==> src/hdl/lsc_pkg.sv <==
// Constants shared by the low-power SDRAM command controller and its refresh timer
package lsc_pkg;
  // Address and data geometry
  localparam int ROW_W  = 13;
  localparam int COL_W  = 9;
  localparam int BANK_W = 2;
  localparam int DQ_W   = 16;
  localparam int MASK_W = 2;
  localparam int AP_BIT = 10;
  // Strobe patterns {row, column, write}, all active low, select low
  localparam logic [2:0] CMD_MODE = 3'h0;
  localparam logic [2:0] CMD_REF  = 3'h1;
  localparam logic [2:0] CMD_PRE  = 3'h2;
  localparam logic [2:0] CMD_ACT  = 3'h3;
  localparam logic [2:0] CMD_WR   = 3'h4;
  localparam logic [2:0] CMD_RD   = 3'h5;
  localparam logic [2:0] CMD_BST  = 3'h6;
  localparam logic [2:0] CMD_NOP  = 3'h7;
  // Bank select codes during a mode-load cycle
  localparam logic [1:0] BANK_MODE = 2'h0;
  localparam logic [1:0] BANK_EXT  = 2'h2;
  // Mode and extended mode word field positions
  localparam int MR_BL_LSB   = 0;
  localparam int MR_WRAP_BIT = 3;
  localparam int MR_CL_LSB   = 4;
  localparam int EMR_PA_LSB  = 0;
  localparam int EMR_SRP_LSB = 3;
  // Read latency codes
  localparam logic [2:0] CL_CODE2 = 3'h2;
  localparam logic [2:0] CL_CODE3 = 3'h3;
  // Timing in ns and the derived cycle counts at the system clock
  localparam int CLK_NS     = 50;
  localparam int TRP_NS     = 20;
  localparam int TRCD_NS    = 20;
  localparam int TRFC_NS    = 80;
  localparam int TWR_NS     = 15;
  localparam int TMRD_CYC   = 2;
  localparam int INIT_NS    = 200000;
  localparam int INIT_REFS  = 2;
  localparam int TRP_CYC    = (TRP_NS + CLK_NS - 1) / CLK_NS;
  localparam int TRCD_CYC   = (TRCD_NS + CLK_NS - 1) / CLK_NS;
  localparam int TRFC_CYC   = (TRFC_NS + CLK_NS - 1) / CLK_NS;
  localparam int TWR_CYC    = (TWR_NS + CLK_NS - 1) / CLK_NS;
  localparam int INIT_CYC   = (INIT_NS + CLK_NS - 1) / CLK_NS;
  // Refresh: rows per retention window, longest spacing rounds down
  localparam longint REF_WINDOW_NS = 64000000;
  localparam int     REF_ROWS      = 8192;
  localparam int     REF_CYC       = int'(REF_WINDOW_NS / (REF_ROWS * CLK_NS));
  localparam int     WAIT_W        = 12;
  // Controller states
  typedef enum logic [3:0] {
    ST_INIT_WAIT = 4'h0,
    ST_INIT_PALL = 4'h1,
    ST_INIT_REF  = 4'h2,
    ST_INIT_MRS  = 4'h3,
    ST_INIT_EXT_MODE_LOAD_CMD = 4'h4,
    ST_IDLE      = 4'h5,
    ST_ACT       = 4'h6,
    ST_RW        = 4'h7,
    ST_PRE       = 4'h8,
    ST_REF_PALL  = 4'h9,
    ST_REF       = 4'hA,
    ST_WAIT      = 4'hB,
    ST_PWRDN     = 4'hC,
    ST_SELFREF   = 4'hD,
    ST_DEEPPD    = 4'hE
  } lsc_state_t;
endpackage

==> src/hdl/lsc_refresh_timer.sv <==
// Refresh interval timer with a sticky refresh-owed flag
`timescale 1ns/1ps
module lsc_refresh_timer #(
  parameter int INTERVAL = lsc_pkg::REF_CYC
) (
  // Clock and reset
  input  wire logic clock,
  input  wire logic rst_n,
  // Refresh handshake
  input  wire logic served,
  output logic      due
);
  import lsc_pkg::*;

  logic [15:0] count;
  wire         tick = (count == 16'(INTERVAL - 1));

  // Free-running interval counter
  always_ff @(posedge clock) begin
    if (!rst_n || tick) begin
      count <= 16'h0000;
    end else begin
      count <= count + 16'h0001;
    end
  end

  // A new tick in the serving cycle wins, so no refresh slot is lost
  always_ff @(posedge clock) begin
    if (!rst_n) begin
      due <= 1'b0;
    end else if (tick) begin
      due <= 1'b1;
    end else if (served) begin
      due <= 1'b0;
    end
  end
endmodule

==> src/hdl/lsc_ctrl.sv <==
// Host-side command controller for a four-bank low-power SDRAM
// How it works
// - Pins registered, valid at device rising edge
// - Clock gate low for power-down, self-refresh
// - Command from row/column/write strobes plus select
// - Bank select names target bank
// - Bank select picks mode or extended mode
// - Activate drives full 13-bit row
// - Column on nine lowest address bits
// - Read latency two or three cycles
// - Column commands may follow back to back; this controller issues one per activate
// - 8192 auto-refreshes every 64 ms
`timescale 1ns/1ps
module lsc_ctrl #(
  parameter int INIT_CYCLES = lsc_pkg::INIT_CYC,
  parameter int REF_CYCLES  = lsc_pkg::REF_CYC
) (
  // Clock and reset
  input  wire logic                        clock,
  input  wire logic                        rst_n,
  // User request port
  input  wire logic                        req_valid,
  output logic                             req_ready,
  input  wire logic                        req_write,
  input  wire logic                        req_auto_pre,
  input  wire logic [lsc_pkg::BANK_W-1:0]  req_bank,
  input  wire logic [lsc_pkg::ROW_W-1:0]   req_row,
  input  wire logic [lsc_pkg::COL_W-1:0]   req_col,
  input  wire logic [lsc_pkg::DQ_W-1:0]    req_wdata,
  input  wire logic [lsc_pkg::MASK_W-1:0]  req_mask,
  // Read return
  output logic                             rd_valid,
  output logic [lsc_pkg::DQ_W-1:0]         rd_data,
  // Configuration and power requests
  input  wire logic                        cfg_latency3,
  input  wire logic [2:0]                  cfg_burst_code,
  input  wire logic                        cfg_interleave,
  input  wire logic [2:0]                  cfg_sr_array,
  input  wire logic [1:0]                  cfg_sr_period,
  input  wire logic                        cfg_reload,
  input  wire logic                        pd_req,
  input  wire logic                        sr_req,
  input  wire logic                        dpd_req,
  output logic                             init_done,
  // Device pins
  output logic                             mem_cke,
  output logic                             mem_sel_n,
  output logic                             mem_row_n,
  output logic                             mem_col_n,
  output logic                             mem_wr_n,
  output logic                             bank_select_lo,
  output logic                             bank_select_hi,
  output logic [lsc_pkg::ROW_W-1:0]        mem_addr,
  output logic [lsc_pkg::MASK_W-1:0]       byte_mask,
  output logic [lsc_pkg::DQ_W-1:0]         dq_out,
  output logic                             dq_oe,
  input  wire logic [lsc_pkg::DQ_W-1:0]    dq_in
);
  import lsc_pkg::*;

  lsc_state_t          state, next_state, ret, next_ret;
  logic [WAIT_W-1:0]   wait_cnt, next_wait;
  logic [1:0]          refs, next_refs;
  logic [2:0]          next_cmd;
  logic                next_sel_n, next_cke, take, served;
  logic [ROW_W-1:0]    next_addr;
  logic [BANK_W-1:0]   next_bank, bank_q;
  logic [ROW_W-1:0]    row_q;
  logic [COL_W-1:0]    col_q;
  logic [DQ_W-1:0]     wdata_q;
  logic [MASK_W-1:0]   mask_q;
  logic                wr_q, ap_q, cl3_q;
  logic [2:0]          rd_pipe;
  logic                refresh_due;

  // Mode words built from the configuration inputs
  wire [ROW_W-1:0] mode_word = ROW_W'({cfg_latency3 ? CL_CODE3 : CL_CODE2, cfg_interleave,
                                       cfg_burst_code});
  wire [ROW_W-1:0] ext_word  = ROW_W'({cfg_sr_period, cfg_sr_array});
  wire [ROW_W-1:0] ap_all    = ROW_W'(1) << AP_BIT;
  wire [ROW_W-1:0] col_word  = ROW_W'(col_q) | (ap_q ? ap_all : '0);
  wire [2:0]       pin_cmd   = {mem_row_n, mem_col_n, mem_wr_n};
  wire             pin_act   = !mem_sel_n && pin_cmd == CMD_ACT;
  wire             pin_rd    = !mem_sel_n && pin_cmd == CMD_RD;
  wire             pin_wr    = !mem_sel_n && pin_cmd == CMD_WR;
  wire             pin_pre   = !mem_sel_n && pin_cmd == CMD_PRE;
  wire             pin_ref   = !mem_sel_n && pin_cmd == CMD_REF;
  wire             wr_cycle  = (state == ST_RW) && wr_q;
  wire [WAIT_W-1:0] w_trp    = WAIT_W'(TRP_CYC - 1);
  wire [WAIT_W-1:0] w_trfc   = WAIT_W'(TRFC_CYC - 1);

  // Refresh slots at one per retention window divided by row count
  lsc_refresh_timer #(.INTERVAL(REF_CYCLES)) u_timer (
    .clock  (clock),
    .rst_n  (rst_n),
    .served (served),
    .due    (refresh_due)
  );

  // Idle only; power and refresh requests take priority over traffic
  assign req_ready = (state == ST_IDLE) && !refresh_due && !cfg_reload
                     && !dpd_req && !sr_req && !pd_req;
  assign take      = req_valid && req_ready;

  // Sequencer: each command cycle except self-refresh or deep power-down entry loads a wait, then falls to the return state
  always_comb begin
    next_state = state;
    next_ret   = ret;
    next_wait  = wait_cnt;
    next_refs  = refs;
    next_cmd   = CMD_NOP;
    next_sel_n = 1'b0;
    next_cke   = 1'b1;
    next_addr  = mem_addr;
    next_bank  = {bank_select_hi, bank_select_lo};
    served     = 1'b0;
    unique case (state)
      ST_INIT_WAIT: begin
        if (wait_cnt == '0) next_state = ST_INIT_PALL;
        else next_wait = wait_cnt - 1'b1;
      end
      ST_INIT_PALL: begin
        next_cmd = CMD_PRE; next_addr = ap_all; next_wait = w_trp;
        next_refs = 2'(INIT_REFS); next_ret = ST_INIT_REF; next_state = ST_WAIT;
      end
      ST_INIT_REF: begin
        next_cmd = CMD_REF; next_wait = w_trfc; next_refs = refs - 1'b1;
        next_ret = (refs == 2'h1) ? ST_INIT_MRS : ST_INIT_REF; next_state = ST_WAIT;
      end
      ST_INIT_MRS: begin
        next_cmd = CMD_MODE; next_bank = BANK_MODE; next_addr = mode_word;
        next_wait = WAIT_W'(TMRD_CYC - 1); next_ret = ST_INIT_EXT_MODE_LOAD_CMD; next_state = ST_WAIT;
      end
      ST_INIT_EXT_MODE_LOAD_CMD: begin
        next_cmd = CMD_MODE; next_bank = BANK_EXT; next_addr = ext_word;
        next_wait = WAIT_W'(TMRD_CYC - 1); next_ret = ST_IDLE; next_state = ST_WAIT;
      end
      ST_IDLE: begin
        if (refresh_due) next_state = ST_REF_PALL;
        else if (cfg_reload) next_state = ST_INIT_MRS;
        else if (dpd_req) begin
          next_cmd = CMD_BST; next_cke = 1'b0; next_state = ST_DEEPPD;
        end else if (sr_req) begin
          next_cmd = CMD_REF; next_cke = 1'b0; next_state = ST_SELFREF;
        end else if (pd_req) begin
          next_cke = 1'b0; next_state = ST_PWRDN;
        end else if (take) next_state = ST_ACT;
      end
      ST_ACT: begin
        next_cmd = CMD_ACT; next_bank = bank_q; next_addr = row_q;
        next_wait = WAIT_W'(TRCD_CYC - 1); next_ret = ST_RW; next_state = ST_WAIT;
      end
      ST_RW: begin
        next_cmd = wr_q ? CMD_WR : CMD_RD; next_bank = bank_q; next_addr = col_word;
        next_wait = ap_q ? WAIT_W'(TWR_CYC + TRP_CYC - 1) : WAIT_W'(TWR_CYC - 1);
        next_ret = ap_q ? ST_IDLE : ST_PRE; next_state = ST_WAIT;
      end
      ST_PRE: begin
        next_cmd = CMD_PRE; next_bank = bank_q; next_addr = '0;
        next_wait = w_trp; next_ret = ST_IDLE; next_state = ST_WAIT;
      end
      ST_REF_PALL: begin
        next_cmd = CMD_PRE; next_addr = ap_all;
        next_wait = w_trp; next_ret = ST_REF; next_state = ST_WAIT;
      end
      ST_REF: begin
        next_cmd = CMD_REF; served = 1'b1;
        next_wait = w_trfc; next_ret = ST_IDLE; next_state = ST_WAIT;
      end
      ST_WAIT: begin
        next_sel_n = 1'b1;
        if (wait_cnt == '0) next_state = ret;
        else next_wait = wait_cnt - 1'b1;
      end
      ST_PWRDN: begin
        // Leave power-down for a pending refresh so the schedule holds
        next_cke = 1'b0;
        if (!pd_req || refresh_due) begin
          next_cke = 1'b1; next_state = ST_IDLE;
        end
      end
      ST_SELFREF: begin
        next_cke = 1'b0;
        if (!sr_req) begin
          next_cke = 1'b1; next_wait = w_trfc; next_ret = ST_IDLE; next_state = ST_WAIT;
        end
      end
      ST_DEEPPD: begin
        // Array contents are lost, so leaving runs the full power-up again
        next_cke = 1'b0;
        if (!dpd_req) begin
          next_cke = 1'b1; next_wait = WAIT_W'(INIT_CYCLES - 1);
          next_state = ST_INIT_WAIT;
        end
      end
      default: next_state = ST_INIT_WAIT;
    endcase
  end

  // State, waits and the latched request
  always_ff @(posedge clock) begin
    if (!rst_n) begin
      state <= ST_INIT_WAIT;
      ret <= ST_IDLE;
      wait_cnt <= WAIT_W'(INIT_CYCLES - 1);
      refs <= 2'h0;
    end else begin
      state <= next_state;
      ret <= next_ret;
      wait_cnt <= next_wait;
      refs <= next_refs;
    end
  end

  always_ff @(posedge clock) begin
    if (take) begin
      {wr_q, ap_q, bank_q, row_q} <= {req_write, req_auto_pre, req_bank, req_row};
      {col_q, wdata_q, mask_q} <= {req_col, req_wdata, req_mask};
    end
  end

  // Pins come from flip-flops, stable across the device's sampling edge
  always_ff @(posedge clock) begin
    if (!rst_n) begin
      {mem_cke, mem_sel_n} <= 2'h1;
      {mem_row_n, mem_col_n, mem_wr_n} <= CMD_NOP;
      {bank_select_hi, bank_select_lo, mem_addr} <= '0;
      {byte_mask, dq_out, dq_oe} <= '0;
      cl3_q <= 1'b0;
    end else begin
      mem_cke <= next_cke;
      mem_sel_n <= next_sel_n;
      {mem_row_n, mem_col_n, mem_wr_n} <= next_cmd;
      {bank_select_hi, bank_select_lo} <= next_bank;
      mem_addr <= next_addr;
      byte_mask <= (state == ST_RW) ? mask_q : '0;
      dq_out <= wdata_q;
      dq_oe <= wr_cycle;
      if (state == ST_INIT_MRS) cl3_q <= cfg_latency3;
    end
  end

  // Read data captured after the programmed latency; commands may stream
  always_ff @(posedge clock) begin
    if (!rst_n) begin
      rd_pipe <= '0;
      rd_valid <= 1'b0;
      rd_data <= '0;
      init_done <= 1'b0;
    end else begin
      rd_pipe <= {rd_pipe[1:0], pin_rd};
      rd_valid <= cl3_q ? rd_pipe[2] : rd_pipe[1];
      if (cl3_q ? rd_pipe[2] : rd_pipe[1]) rd_data <= dq_in;
      if (state == ST_IDLE) init_done <= 1'b1;
      else if (state == ST_INIT_WAIT) init_done <= 1'b0;
    end
  end

  read_lat2_a: assert property (@(posedge clock) disable iff (!rst_n)
    pin_rd && !cl3_q |-> ##3 rd_valid) else $error("latency 2 read slip");
  read_lat3_a: assert property (@(posedge clock) disable iff (!rst_n)
    pin_rd && cl3_q |-> !rd_valid ##4 rd_valid) else $error("latency 3 read slip");
  act_row_a: assert property (@(posedge clock) disable iff (!rst_n)
    pin_act |-> mem_addr == row_q && next_bank == bank_q)
    else $error("activate row or bank wrong");
  col_ap_a: assert property (@(posedge clock) disable iff (!rst_n)
    pin_rd || pin_wr |-> mem_addr[COL_W-1:0] == col_q && mem_addr[AP_BIT] == ap_q)
    else $error("column or precharge flag wrong");
  pre_one_a: assert property (@(posedge clock) disable iff (!rst_n)
    pin_pre && !mem_addr[AP_BIT] |-> {bank_select_hi, bank_select_lo} == bank_q)
    else $error("single precharge bank wrong");
  // Power-up issues its refreshes back to back after a single precharge-all
  ref_pall_a: assert property (@(posedge clock) disable iff (!rst_n)
    pin_ref && mem_cke |-> ($past(pin_pre, TRP_CYC + 1) && $past(mem_addr[AP_BIT], TRP_CYC + 1))
                           || $past(pin_ref, TRFC_CYC + 1))
    else $error("refresh without precharge all");
  req_act_a: assert property (@(posedge clock) disable iff (!rst_n)
    take |-> ##2 pin_act) else $error("accepted request not activated");
  wr_data_a: assert property (@(posedge clock) disable iff (!rst_n)
    dq_oe |-> pin_wr) else $error("data driven without write");
  due_ref_a: assert property (@(posedge clock) disable iff (!rst_n)
    refresh_due && state == ST_IDLE |-> ##[1:6] pin_ref) else $error("refresh late");
endmodule

==> config.mk <==
export PLATFORM = sky130hd
export DESIGN_NAME = lsc_ctrl
export DESIGN_NICKNAME = d
export VERILOG_FILES = /design/src/hdl/lsc_pkg.sv /design/src/hdl/lsc_refresh_timer.sv /design/src/hdl/lsc_ctrl.sv
export SDC_FILE = /design/constraint.sdc
export NUM_CORES = 1
export LEC_CHECK = 0
export BUFFER_PORTS_ARGS = -buffer_cell sky130_fd_sc_hd__buf_2
export CELL_PAD_IN_SITES_DETAIL_PLACEMENT = 1
export CELL_PAD_IN_SITES_GLOBAL_PLACEMENT = 2
export CORE_MARGIN = 2
export CORE_UTILIZATION = 36
export DETAILED_ROUTE_END_ITERATION = 10
export PLACE_DENSITY = 0.91
export SLEW_MARGIN = 20
export SYNTH_ARGS = -nofsm -noshare
export SYNTH_HDL_FRONTEND = slang
export SYNTH_SLANG_ARGS = --single-unit
==> constraint.sdc <==
create_clock -name clock -period 8 [get_ports clock]
set_clock_uncertainty 0.2 [all_clocks]
set_input_delay 0 -clock clock [delete_from_list [all_inputs] [get_ports clock]]
set_output_delay 0 -clock clock [all_outputs]
set_load 0.1 [all_outputs]
After elaboration in Yosys (flattened, before gate mapping)
Cells that the tools add are included.
{"block": "word_totals", "register_bits": 144, "latch_bits": 0, "mem_bits_rw": 0, "mem_bits_ro": 0, "inputBits": 77, "out_inout_bits": 58, "elab_cells": 145, "memories": 0}
{"block": "op_classes", "add_sub_neg": 3, "mul": 0, "n_div": 0, "magnitude_cmp": 0, "eq_ne": 24, "shifts": 0, "mux": 48, "bitwise": 1, "n_reduce_logical": 40}
{"operator": "13-bit one-hot mux with 6 select lines", "count": 1}
{"operator": "12-bit one-hot mux with 6 select lines", "count": 1}
{"operator": "4-bit 2-to-1 mux", "count": 13}
{"operator": "12-bit 2-to-1 mux", "count": 3}
{"operator": "4-bit one-hot mux with 8 select lines", "count": 1}
{"operator": "4-bit equality test (second input constant)", "count": 7}
{"operator": "4-bit one-hot mux with 7 select lines", "count": 1}
{"operator": "1-bit 2-to-1 mux", "count": 19}
{"operator": "3-bit one-hot mux with 6 select lines", "count": 1}
{"operator": "16-bit by 1-bit adder with 16-bit output (second input constant)", "count": 1}
{"operator": "16-bit by 8-bit equality test with 1-bit output (second input constant)", "count": 1}
{"operator": "4-bit by 3-bit equality test with 1-bit output (second input constant)", "count": 4}
{"operator": "12-bit zero test", "count": 1}
{"operator": "3-bit 2-to-1 mux", "count": 4}
{"operator": "2-bit != test (second input constant)", "count": 6}
{"operator": "6-bit nonzero test", "count": 2}
{"operator": "12-bit by 1-bit subtractor with 12-bit output (second input constant)", "count": 1}
{"operator": "11-bit 2-to-1 mux", "count": 1}
{"operator": "9-bit by 11-bit OR with 11-bit output", "count": 1}
{"operator": "3-bit OR reduction", "count": 3}
{"operator": "9-bit OR reduction", "count": 1}
{"operator": "4-bit by 2-bit equality test with 1-bit output (second input constant)", "count": 2}
{"operator": "1-bit logical AND", "count": 8}
{"operator": "8-bit nonzero test", "count": 1}
{"operator": "other kinds (18)", "count": 32}

Logic depth before layout (Yosys ltp)
Gate-level depths: netlist of run 1.
{"block": "depth", "depth_word": 14, "ltp_mapped": 8, "depth_no_buf": 7}

Cells and area by module
From an unflattened synthesis of run 1, not the netlist that was laid out.
{"block": "hier_totals", "hier_cells": 590, "hier_area_um2": 5958.2}
{"module": "lsc_ctrl", "n_inst": 1, "cells_each": 505, "area_each_um2": 5185.0, "seq_area_each_um2": 2982.9}
{"module": "lsc_refresh_timer", "n_inst": 1, "cells_each": 85, "area_each_um2": 773.2, "seq_area_each_um2": 340.3}

Worst setup path before layout of run 1
No wires, ideal clock.
{"block": "synth_path", "path_type": "register -> register", "from": "reg state[2]", "to": "reg ap_q, enable pin", "setup_time_ps": 406, "t_arrival_ps": 3080, "required_ps": 7394, "setup_slack_ps": 4315, "path_stages_with_launch": 5, "n_path_buf": 1, "synth_period_minus_slack_ps": 3685, "cell_sequence": "dfxtp_1 > clkbuf_1 > nor4bb_1 > and3_1 > and2_1"}
{"block": "synth_via", "elab_chain_len": 7}
{"item": "start: declaration", "line": "lsc_ctrl.sv:61", "rtl": "lsc_state_t state, next_state, ret, next_ret;"}
{"item": "start signal: assignment", "line": "lsc_ctrl.sv:208", "rtl": "state <= next_state;"}
{"item": "4-bit by 3-bit equality test with 1-bit output", "line": "lsc_ctrl.sv:101", "rtl": "assign req_ready = (state == ST_IDLE) && !refresh_due && !cfg_reload"}
{"item": "1-bit logical AND (2 in series)", "line": "lsc_ctrl.sv:101"}
{"item": "1-bit logical AND (3 in series)", "line": "lsc_ctrl.sv:102", "rtl": "&& !dpd_req && !sr_req && !pd_req;"}
{"item": "named net req_ready", "line": "lsc_ctrl.sv:23", "rtl": "output logic req_ready,"}
{"item": "1-bit logical AND", "line": "lsc_ctrl.sv:103", "rtl": "assign take = req_valid && req_ready;"}
{"item": "named net take", "line": "lsc_ctrl.sv:65", "rtl": "logic next_sel_n, next_cke, take, served;"}
{"item": "end signal: assignment", "line": "lsc_ctrl.sv:217", "rtl": "{wr_q, ap_q, bank_q, row_q} <= {req_write, req_auto_pre, req_bank, req_row};"}
{"item": "end: declaration", "line": "lsc_ctrl.sv:72", "rtl": "logic wr_q, ap_q, cl3_q;"}
The timed path passes the listed nets, and every way through them passes these cells.
A chain may end at the register's enable or synchronous reset.

Worst setup path after layout of run 1
{"block": "layout_path", "from": "reg state[3]", "to": "reg state[2]"}
{"block": "layout_via", "elab_chain_len": 9, "elab_cells_between_ends": 30, "cone_classes": "20 x eq/ne; 1 x mux; 9 x reduce/logical"}
{"item": "4-bit by 3-bit equality test with 1-bit output", "line": "lsc_ctrl.sv:101, lsc_ctrl.sv:117"}
{"item": "1-bit logical AND (2 in series)", "line": "lsc_ctrl.sv:101"}
{"item": "1-bit logical AND (3 in series)", "line": "lsc_ctrl.sv:102"}
{"item": "1-bit logical AND", "line": "lsc_ctrl.sv:103"}
{"item": "7-bit by 6-bit != test with 1-bit output (no source line)"}
{"item": "6-bit AND reduction (no source line)"}
Several ways; a longest one is shown, not always the timed one.

==> impl_metrics.env, run 1 <==
export IMPL_status="completed"
export IMPL_grt_max_degree=54
export IMPL_cts_tree="built"
export IMPL_synth_compound_area_frac=0.180
export IMPL_via_per_inst=5.15
export IMPL_wl_um=18500
export IMPL_die_w_um=133
export IMPL_setup_viol=0
export IMPL_pwr_density_cell_nw_per_um2=201
export IMPL_drt_drc_violations_left=0
export IMPL_worstPathMaxFanout=52
export IMPL_cts_root_buffer="clkbuf_16"
export IMPL_synth_xor_xnor_area_share=0.0320
export IMPL_vias=5358
export IMPL_rsz0062_at_grt="false"
export IMPL_antenna_left=0
export IMPL_hp_class="primary input to flop"
export IMPL_final_common_cell="buf_2"
export IMPL_synth_edf_count=44
export IMPL_finalCritPeriodShare=0.383
export IMPL_synth_simple_gate_area_share=0.173
export IMPL_finalMaxSlewViolations=0
export IMPL_grt_pass1_vias=5674
export IMPL_max_slew_margin=0.237
export IMPL_start_kind="flop"
export IMPL_p_leak_nw=3.21
export IMPL_fin_crit_ns=3.06
export IMPL_syn_avg_cell_area_sq_um=9.84
export IMPL_io_buffer_count=134
export IMPL_totalPowerFinal_mw=1.65
export IMPL_grt_pass1_wl_um=29600
export IMPL_cts_resized=0
export IMPL_critPathCaptureType="flop"
export IMPL_synth_seq_cells=144
export IMPL_post_cts_buffers=0
export IMPL_synth_area_leaders="dfxtp_1 33%, edfxtp_1 22%, a21oi_1 5.1%, nand2_1 4.2%, and2_1 2.7%"
export IMPL_cts_buffers=17
export IMPL_dr_pass1_iters=4
export IMPL_synth_top_family_by_area="compound AO/OA/AOI/OAI gates"
export IMPL_row_count=47
export IMPL_fmax_ghz=0.327
export IMPL_syn2layout_area_growth_pct=36.4
export IMPL_fp_dieH_um=133
export IMPL_worstSkewPairLatency_ns=0.43
export IMPL_die_area_sq_um=17800
export IMPL_muxShareOfSynthArea=0.0169
export IMPL_yosys_area_top_type="dfxtp_1"
export IMPL_layout_common_cells="134 x buf_2, 100 x dfxtp_1, 77 x dlygate4sd3_1"
export IMPL_post_dp_hpwl_um=11400
export IMPL_synth_cell_type_count=63
export IMPL_synth_fa_ha_area_frac=0.00832
export IMPL_drv_cap=0
export IMPL_peakVddDrop_v=0.000141
export IMPL_initial_core_util=0.365
export IMPL_grt_overflow=0
export IMPL_finalHoldViolCount=0
export IMPL_crit_arrival_ns=3.23
export IMPL_drtIter0Drc=230
export IMPL_h_tree_depth=4
export IMPL_synth_top_area_share=0.333
export IMPL_worstPathRequired_ns=8.17
export IMPL_core_sq_um=16500
export IMPL_drive_gt1_frac=0.224
export IMPL_syn_cell_area_sq_um=6010
export IMPL_clock_sinks=144
export IMPL_async_flop_share=0
export IMPL_tns_ns=0
export IMPL_antenna_found_initial=1
export IMPL_place_congestion=0.787
export IMPL_synthFlopType="dfxtp_1"
export IMPL_syn_num_nets=692
export IMPL_syn_inst=611
export IMPL_worstSetupPathType="flop to flop"
export IMPL_cts_hold_fix_buffers=77
export IMPL_worstMarginPinSlew_ns=1.15
export IMPL_clk_pin_slew_ns=0.06
export IMPL_cts_buffer_depth=2
export IMPL_yosysWarnings=0
export IMPL_layout_nets=888
export IMPL_synth_seq_area_share=0.553
export IMPL_final_core_util=0.498
export IMPL_io_pins=135
export IMPL_wl_per_cell_um=17.8
export IMPL_track_usage=0.212
## cells in the mapped netlist (all sizes together) (11+ instances only)
| master | count |
|---|---|
| nand3 | 11 |
| o21ai | 36 |
| dfxtp | 100 |
| and2 | 26 |
| nor2 | 43 |
| nand2 | 68 |
| inv | 14 |
| edfxtp | 44 |
| xor2 | 12 |
| nor3 | 14 |
| clkbuf | 27 |
| a21oi | 62 |
| buf | 13 |
## flip-flops by register name, summed over array words and instances, names as in the netlist, 3 cells and up
register	cells
rd_data	16
wdata_q	16
col_q	9
state	4
dq_out	16
ret	4
wait_cnt	12
u_timer.count	16
mem_addr	13
rd_pipe	3
row_q	13
## worst max-delay path, stage by stage, from the launching register on
cell	delay, ns
dfxtp_1	0.31
buf_4	0.41
nand2_1	0.17
a21oi_1	0.91
a211oi_1	0.17
nand3_1	0.14
dlygate4sd3_1	0.54
and3_1	0.14
## where the power goes
part,internal [mW],total [mW],switching (mW)
clock network,0.449,0.791,0.342
registers,0.756,0.761,0.00419
logic,0.0445,0.0940,0.0496
## area by class of cell
cell class,instances,area (sq um)
fill,1867,8270
sequential,144,3320
multi-input combinational,413,2470
timing repair buffer,217,1490
clock buffer,18,439
tap,220,275
clock inverter,14,149
inverter,14,52.6
antenna,1,2.50
## metal layers
| layer | track usage | share of wire |
|---|---|---|
| met5 | 0 | 0 |
| met1 | 0.241 | 0.41 |
| met4 | 0.0727 | 0.021 |
| met2 | 0.385 | 0.52 |
| met3 | 0.0559 | 0.050 |
## per-stage QoR
stage          hold WS, ns  area [sq um]  std cells  setup WS [ns]
2_1_floorplan       -0.101          6010        611           4.31
3_3_place_gp       -0.0227          6840        931           5.16
5_1_grt             0.0558          8200       1041           4.76
4_1_cts             0.0114          8200       1040           4.93
3_5_place_dp       -0.0213          6840        931           4.92
6_report            0.0144          8200       1041           4.94
## path summary, 6_finish.rpt
kind / startpoint / endpoint / slack, ns / cells past startpoint
min reg2reg: mem_sel_n$_SDFF_PN1_ / rd_pipe[0]$_SDFF_PN0_ / 0.21 / 1
max: state[3]$_SDFFE_PN0P_ / state[2]$_SDFFE_PN0P_ / 4.94 / 7
max reg2reg: state[3]$_SDFFE_PN0P_ / state[2]$_SDFFE_PN0P_ / 4.94 / 7
min: rst_n / mem_col_n$_SDFF_PN1_ / 0.01 / 2
## kinds of logic (layout without fill, tap and decap cells)
kind of cell | Yosys count | count (layout)
and+or+nand+nor | 211 | 211
xor gates and xnor gates | 22 | 22
buffers and inverters | 54 | 263
DFF | 144 | 144
adders and majority gates | 4 | 4
AOI/OAI and AO/OA | 166 | 166
muxes | 10 | 10
other | 0 | 1
(Power assumes the default switching activity.)
==> run 2: changes to the inputs <==
--- a/config.mk
+++ b/config.mk
@@ -5,13 +5,14 @@
 export SDC_FILE = /design/constraint.sdc
 export NUM_CORES = 1
 export LEC_CHECK = 0
+export ABC_AREA = 1
 export BUFFER_PORTS_ARGS = -buffer_cell sky130_fd_sc_hd__buf_2
 export CELL_PAD_IN_SITES_DETAIL_PLACEMENT = 1
 export CELL_PAD_IN_SITES_GLOBAL_PLACEMENT = 2
 export CORE_MARGIN = 2
-export CORE_UTILIZATION = 36
+export CORE_UTILIZATION = 31
 export DETAILED_ROUTE_END_ITERATION = 10
-export PLACE_DENSITY = 0.91
+export PLACE_DENSITY = 0.85
 export SLEW_MARGIN = 20
 export SYNTH_ARGS = -nofsm -noshare
 export SYNTH_HDL_FRONTEND = slang
==> constraint.sdc (replaced) <==
create_clock -name clock -period 3 [get_ports clock]
set_clock_uncertainty 0.2 [all_clocks]
set_input_delay 0 -clock clock [delete_from_list [all_inputs] [get_ports clock]]
set_output_delay 0 -clock clock [all_outputs]
set_load 0.1 [all_outputs]
==> impl_metrics.env, run 2 <==
export IMPL_synth_seq_cells=144
export IMPL_hold_end="wdata_q[6]$_DFFE_PP_"
export IMPL_grt_overflow=0
export IMPL_drt_drc_violations_left=0
export IMPL_track_usage=0.183
export IMPL_syn_avg_cell_area_sq_um=8.26
export IMPL_syn_num_nets=794
export IMPL_cts_tree="built"
export IMPL_hp_class="primary input to flop"
export IMPL_tns_ns=0
export IMPL_async_flop_share=0
export IMPL_yosysMostFrequentCell="nand2_1"
export IMPL_synth_area_leaders="dfxtp_1 34%, edfxtp_1 22%, nand2_1 11%, inv_1 5.5%, nor2_1 5.0%"
export IMPL_yosysWarnings=0
export IMPL_antenna_found_initial=0
export IMPL_synth_seq_area_share=0.564
export IMPL_r2r_start="state[0]$_SDFFE_PN0P_"
export IMPL_synth_top_area_share=0.340
export IMPL_crit_arrival_ns=2.92
export IMPL_synth_fa_ha_area_frac=0.00850
export IMPL_finalMaxSlewViolations=0
export IMPL_muxShareOfSynthArea=0.00170
export IMPL_layout_nets=1012
export IMPL_h_tree_depth=4
export IMPL_cts_buffers=17
export IMPL_io_pins=135
export IMPL_worstMarginPinSlew_ns=0.814
export IMPL_min_path_cells=2
export IMPL_synth_compound_area_frac=0.0916
export IMPL_cts_buffer_depth=2
export IMPL_fin_crit_ns=2.76
export IMPL_synth_commonest_cells="179 x nand2_1, 100 x dfxtp_1, 86 x inv_1"
export IMPL_worstPathRequired_ns=3.17
export IMPL_start_kind="flop"
export IMPL_cts_root_buffer="clkbuf_16"
export IMPL_synth_edf_count=44
export IMPL_wl_um=17800
export IMPL_clk_pin_slew_ns=0.06
export IMPL_r2r_setup_slack_ns=0.24
export IMPL_vias=5510
export IMPL_grt_max_degree=45
export IMPL_cts_resized=0
export IMPL_finalHoldViolCount=0
export IMPL_drtIter0Drc=230
export IMPL_core_sq_um=18600
export IMPL_row_count=50
export IMPL_synthFlopType="dfxtp_1"
export IMPL_worstSkewPairLatency_ns=0.42
export IMPL_yosys_area_top_type="dfxtp_1"
export IMPL_fp_dieH_um=142
export IMPL_clock_sinks=144
export IMPL_r2r_end="mem_addr[4]$_SDFFE_PN0P_"
export IMPL_dr_pass1_iters=4
export IMPL_worstPathMaxFanout=10
export IMPL_antenna_left=0
export IMPL_worstHoldStart="req_wdata[6]"
export IMPL_final_common_cell="nand2_1"
export IMPL_post_dp_hpwl_um=12000
export IMPL_finalCritPeriodShare=0.919
export IMPL_antennaDiodeCount=0
export IMPL_setup_viol=0
export IMPL_pwr_density_cell_nw_per_um2=550
export IMPL_worstSetupPathType="flop to flop"
export IMPL_initial_core_util=0.316
export IMPL_reg2reg_depth=7
export IMPL_syn_inst=713
export IMPL_place_congestion=0.853
export IMPL_p_leak_nw=3.71
export IMPL_rsz0062_at_grt="false"
export IMPL_drive_gt1_frac=0.207
export IMPL_fmax_ghz=0.363
export IMPL_layout_common_cells="179 x nand2_1, 134 x buf_2, 100 x dfxtp_1"
export IMPL_final_core_util=0.441
export IMPL_wl_per_cell_um=15.1
export IMPL_synth_top_family_by_area="simple AND/OR/NAND/NOR gates"
export IMPL_post_cts_buffers=0
export IMPL_grt_pass1_wl_um=28600
export IMPL_die_w_um=142
export IMPL_drv_cap=0
export IMPL_critPathCaptureType="flop"
export IMPL_final_area_sq_um=8230
export IMPL_syn_cell_area_sq_um=5890
export IMPL_max_slew_margin=0.454
export IMPL_via_per_inst=4.68
export IMPL_grt_pass1_vias=5673
export IMPL_post_dp_cell_area_sq_um=6830
export IMPL_peakVddDrop_v=0.000405
export IMPL_synth_xor_xnor_area_share=0.00744
export IMPL_die_area_sq_um=20100
export IMPL_startpoint="state[0]$_SDFFE_PN0P_"
export IMPL_status="completed"
export IMPL_synth_simple_gate_area_share=0.254
export IMPL_syn2layout_area_growth_pct=39.7
export IMPL_synth_cell_type_count=38
export IMPL_io_buffer_count=134
## run 2: changes by cell type after synthesis, sizes merged, moves of 6 or more
cell	previous run	this run
a21oi	62	53
and2	26	0
buf	13	6
clkbuf	27	12
inv	14	89
mux2i	9	1
nand2	68	185
nand2b	6	0
nand3	11	55
nor2	43	82
o211ai	10	1
or4	6	0
xnor2	10	2
xor2	12	3
## run 2: cells by family (layout without fill, tap and decap cells)
logic type | after synthesis | in the layout
AOI/OAI and AO/OA | 101 | 101
xor gates and xnor gates | 5 | 5
adders and majority gates | 4 | 4
buffers and inverters | 107 | 338
DFF | 144 | 144
muxes | 1 | 1
and+or+nand+nor | 351 | 351
## run 2: where the power goes
part / internal (mW) / switching (mW) / leakage [nW]
registers: 2.02 / 0.00859 / 1.21
clock network: 1.34 / 0.900 / 0.296
logic: 0.120 / 0.140 / 2.21
## run 2: layer usage
layer / global-route usage / part of all wire / vias to the layer above
li1: - / - / 2754
met2: 0.312 / 0.50 / 114
met3: 0.0466 / 0.036 / 13
met1: 0.231 / 0.45 / 2629
met4: 0.0526 / 0.011 / 0
met5: 0 / 0 / -
## run 2: worst max-delay path by stage
stage	endpoint	slack, ns	cells past startpoint
after floorplan	state[0]$_SDFFE_PN0P_	0.05	10
after global placement	mem_addr[6]$_SDFFE_PN0P_	0.77	6
after detailed placement	mem_addr[8]$_SDFFE_PN0P_	0.80	6
after CTS	mem_addr[2]$_SDFFE_PN0P_	0.31	7
after global routing	mem_addr[4]$_SDFFE_PN0P_	0.07	7
final	mem_addr[4]$_SDFFE_PN0P_	0.24	7
## run 2: critical path, stage by stage (launching register included)
cell,delay [ns]
dfxtp_1,0.50
nor2_2,0.13
nand2_1,0.21
nand2_1,0.16
nor3_2,0.69
nor2_1,0.11
a21oi_1,0.15
dlygate4sd3_1,0.55
## run 2: metrics by stage
step	cells	setup slack, ns	power (mW)	hold WS [ns]
final	1178	0.242	4.52	0.0878
after floorplan	713	0.0467	2.18	-0.101
after global placement	1069	0.767	2.25	-0.0232
after CTS	1178	0.309	4.56	0.0549
after detailed placement	1069	0.800	2.26	-0.0217
after global routing	1178	0.0681	4.68	0.0627
## run 2: area by class of cell
type	count	area [sq um]
Inverter	89	334
Sequential cell	144	3320
Clock inverter	15	196
Clock buffer	17	425
Fill cell	2234	10400
Tap cell	234	293
Timing Repair Buffer	217	1500
Multi-Input combinational cell	462	2150
## run 2: repair_timing
action | in CTS | in global routing
endpoints found under the setup margin | 0 | 0
hold buffers | 77 | 0
hold endpoints to repair | 90 | 0
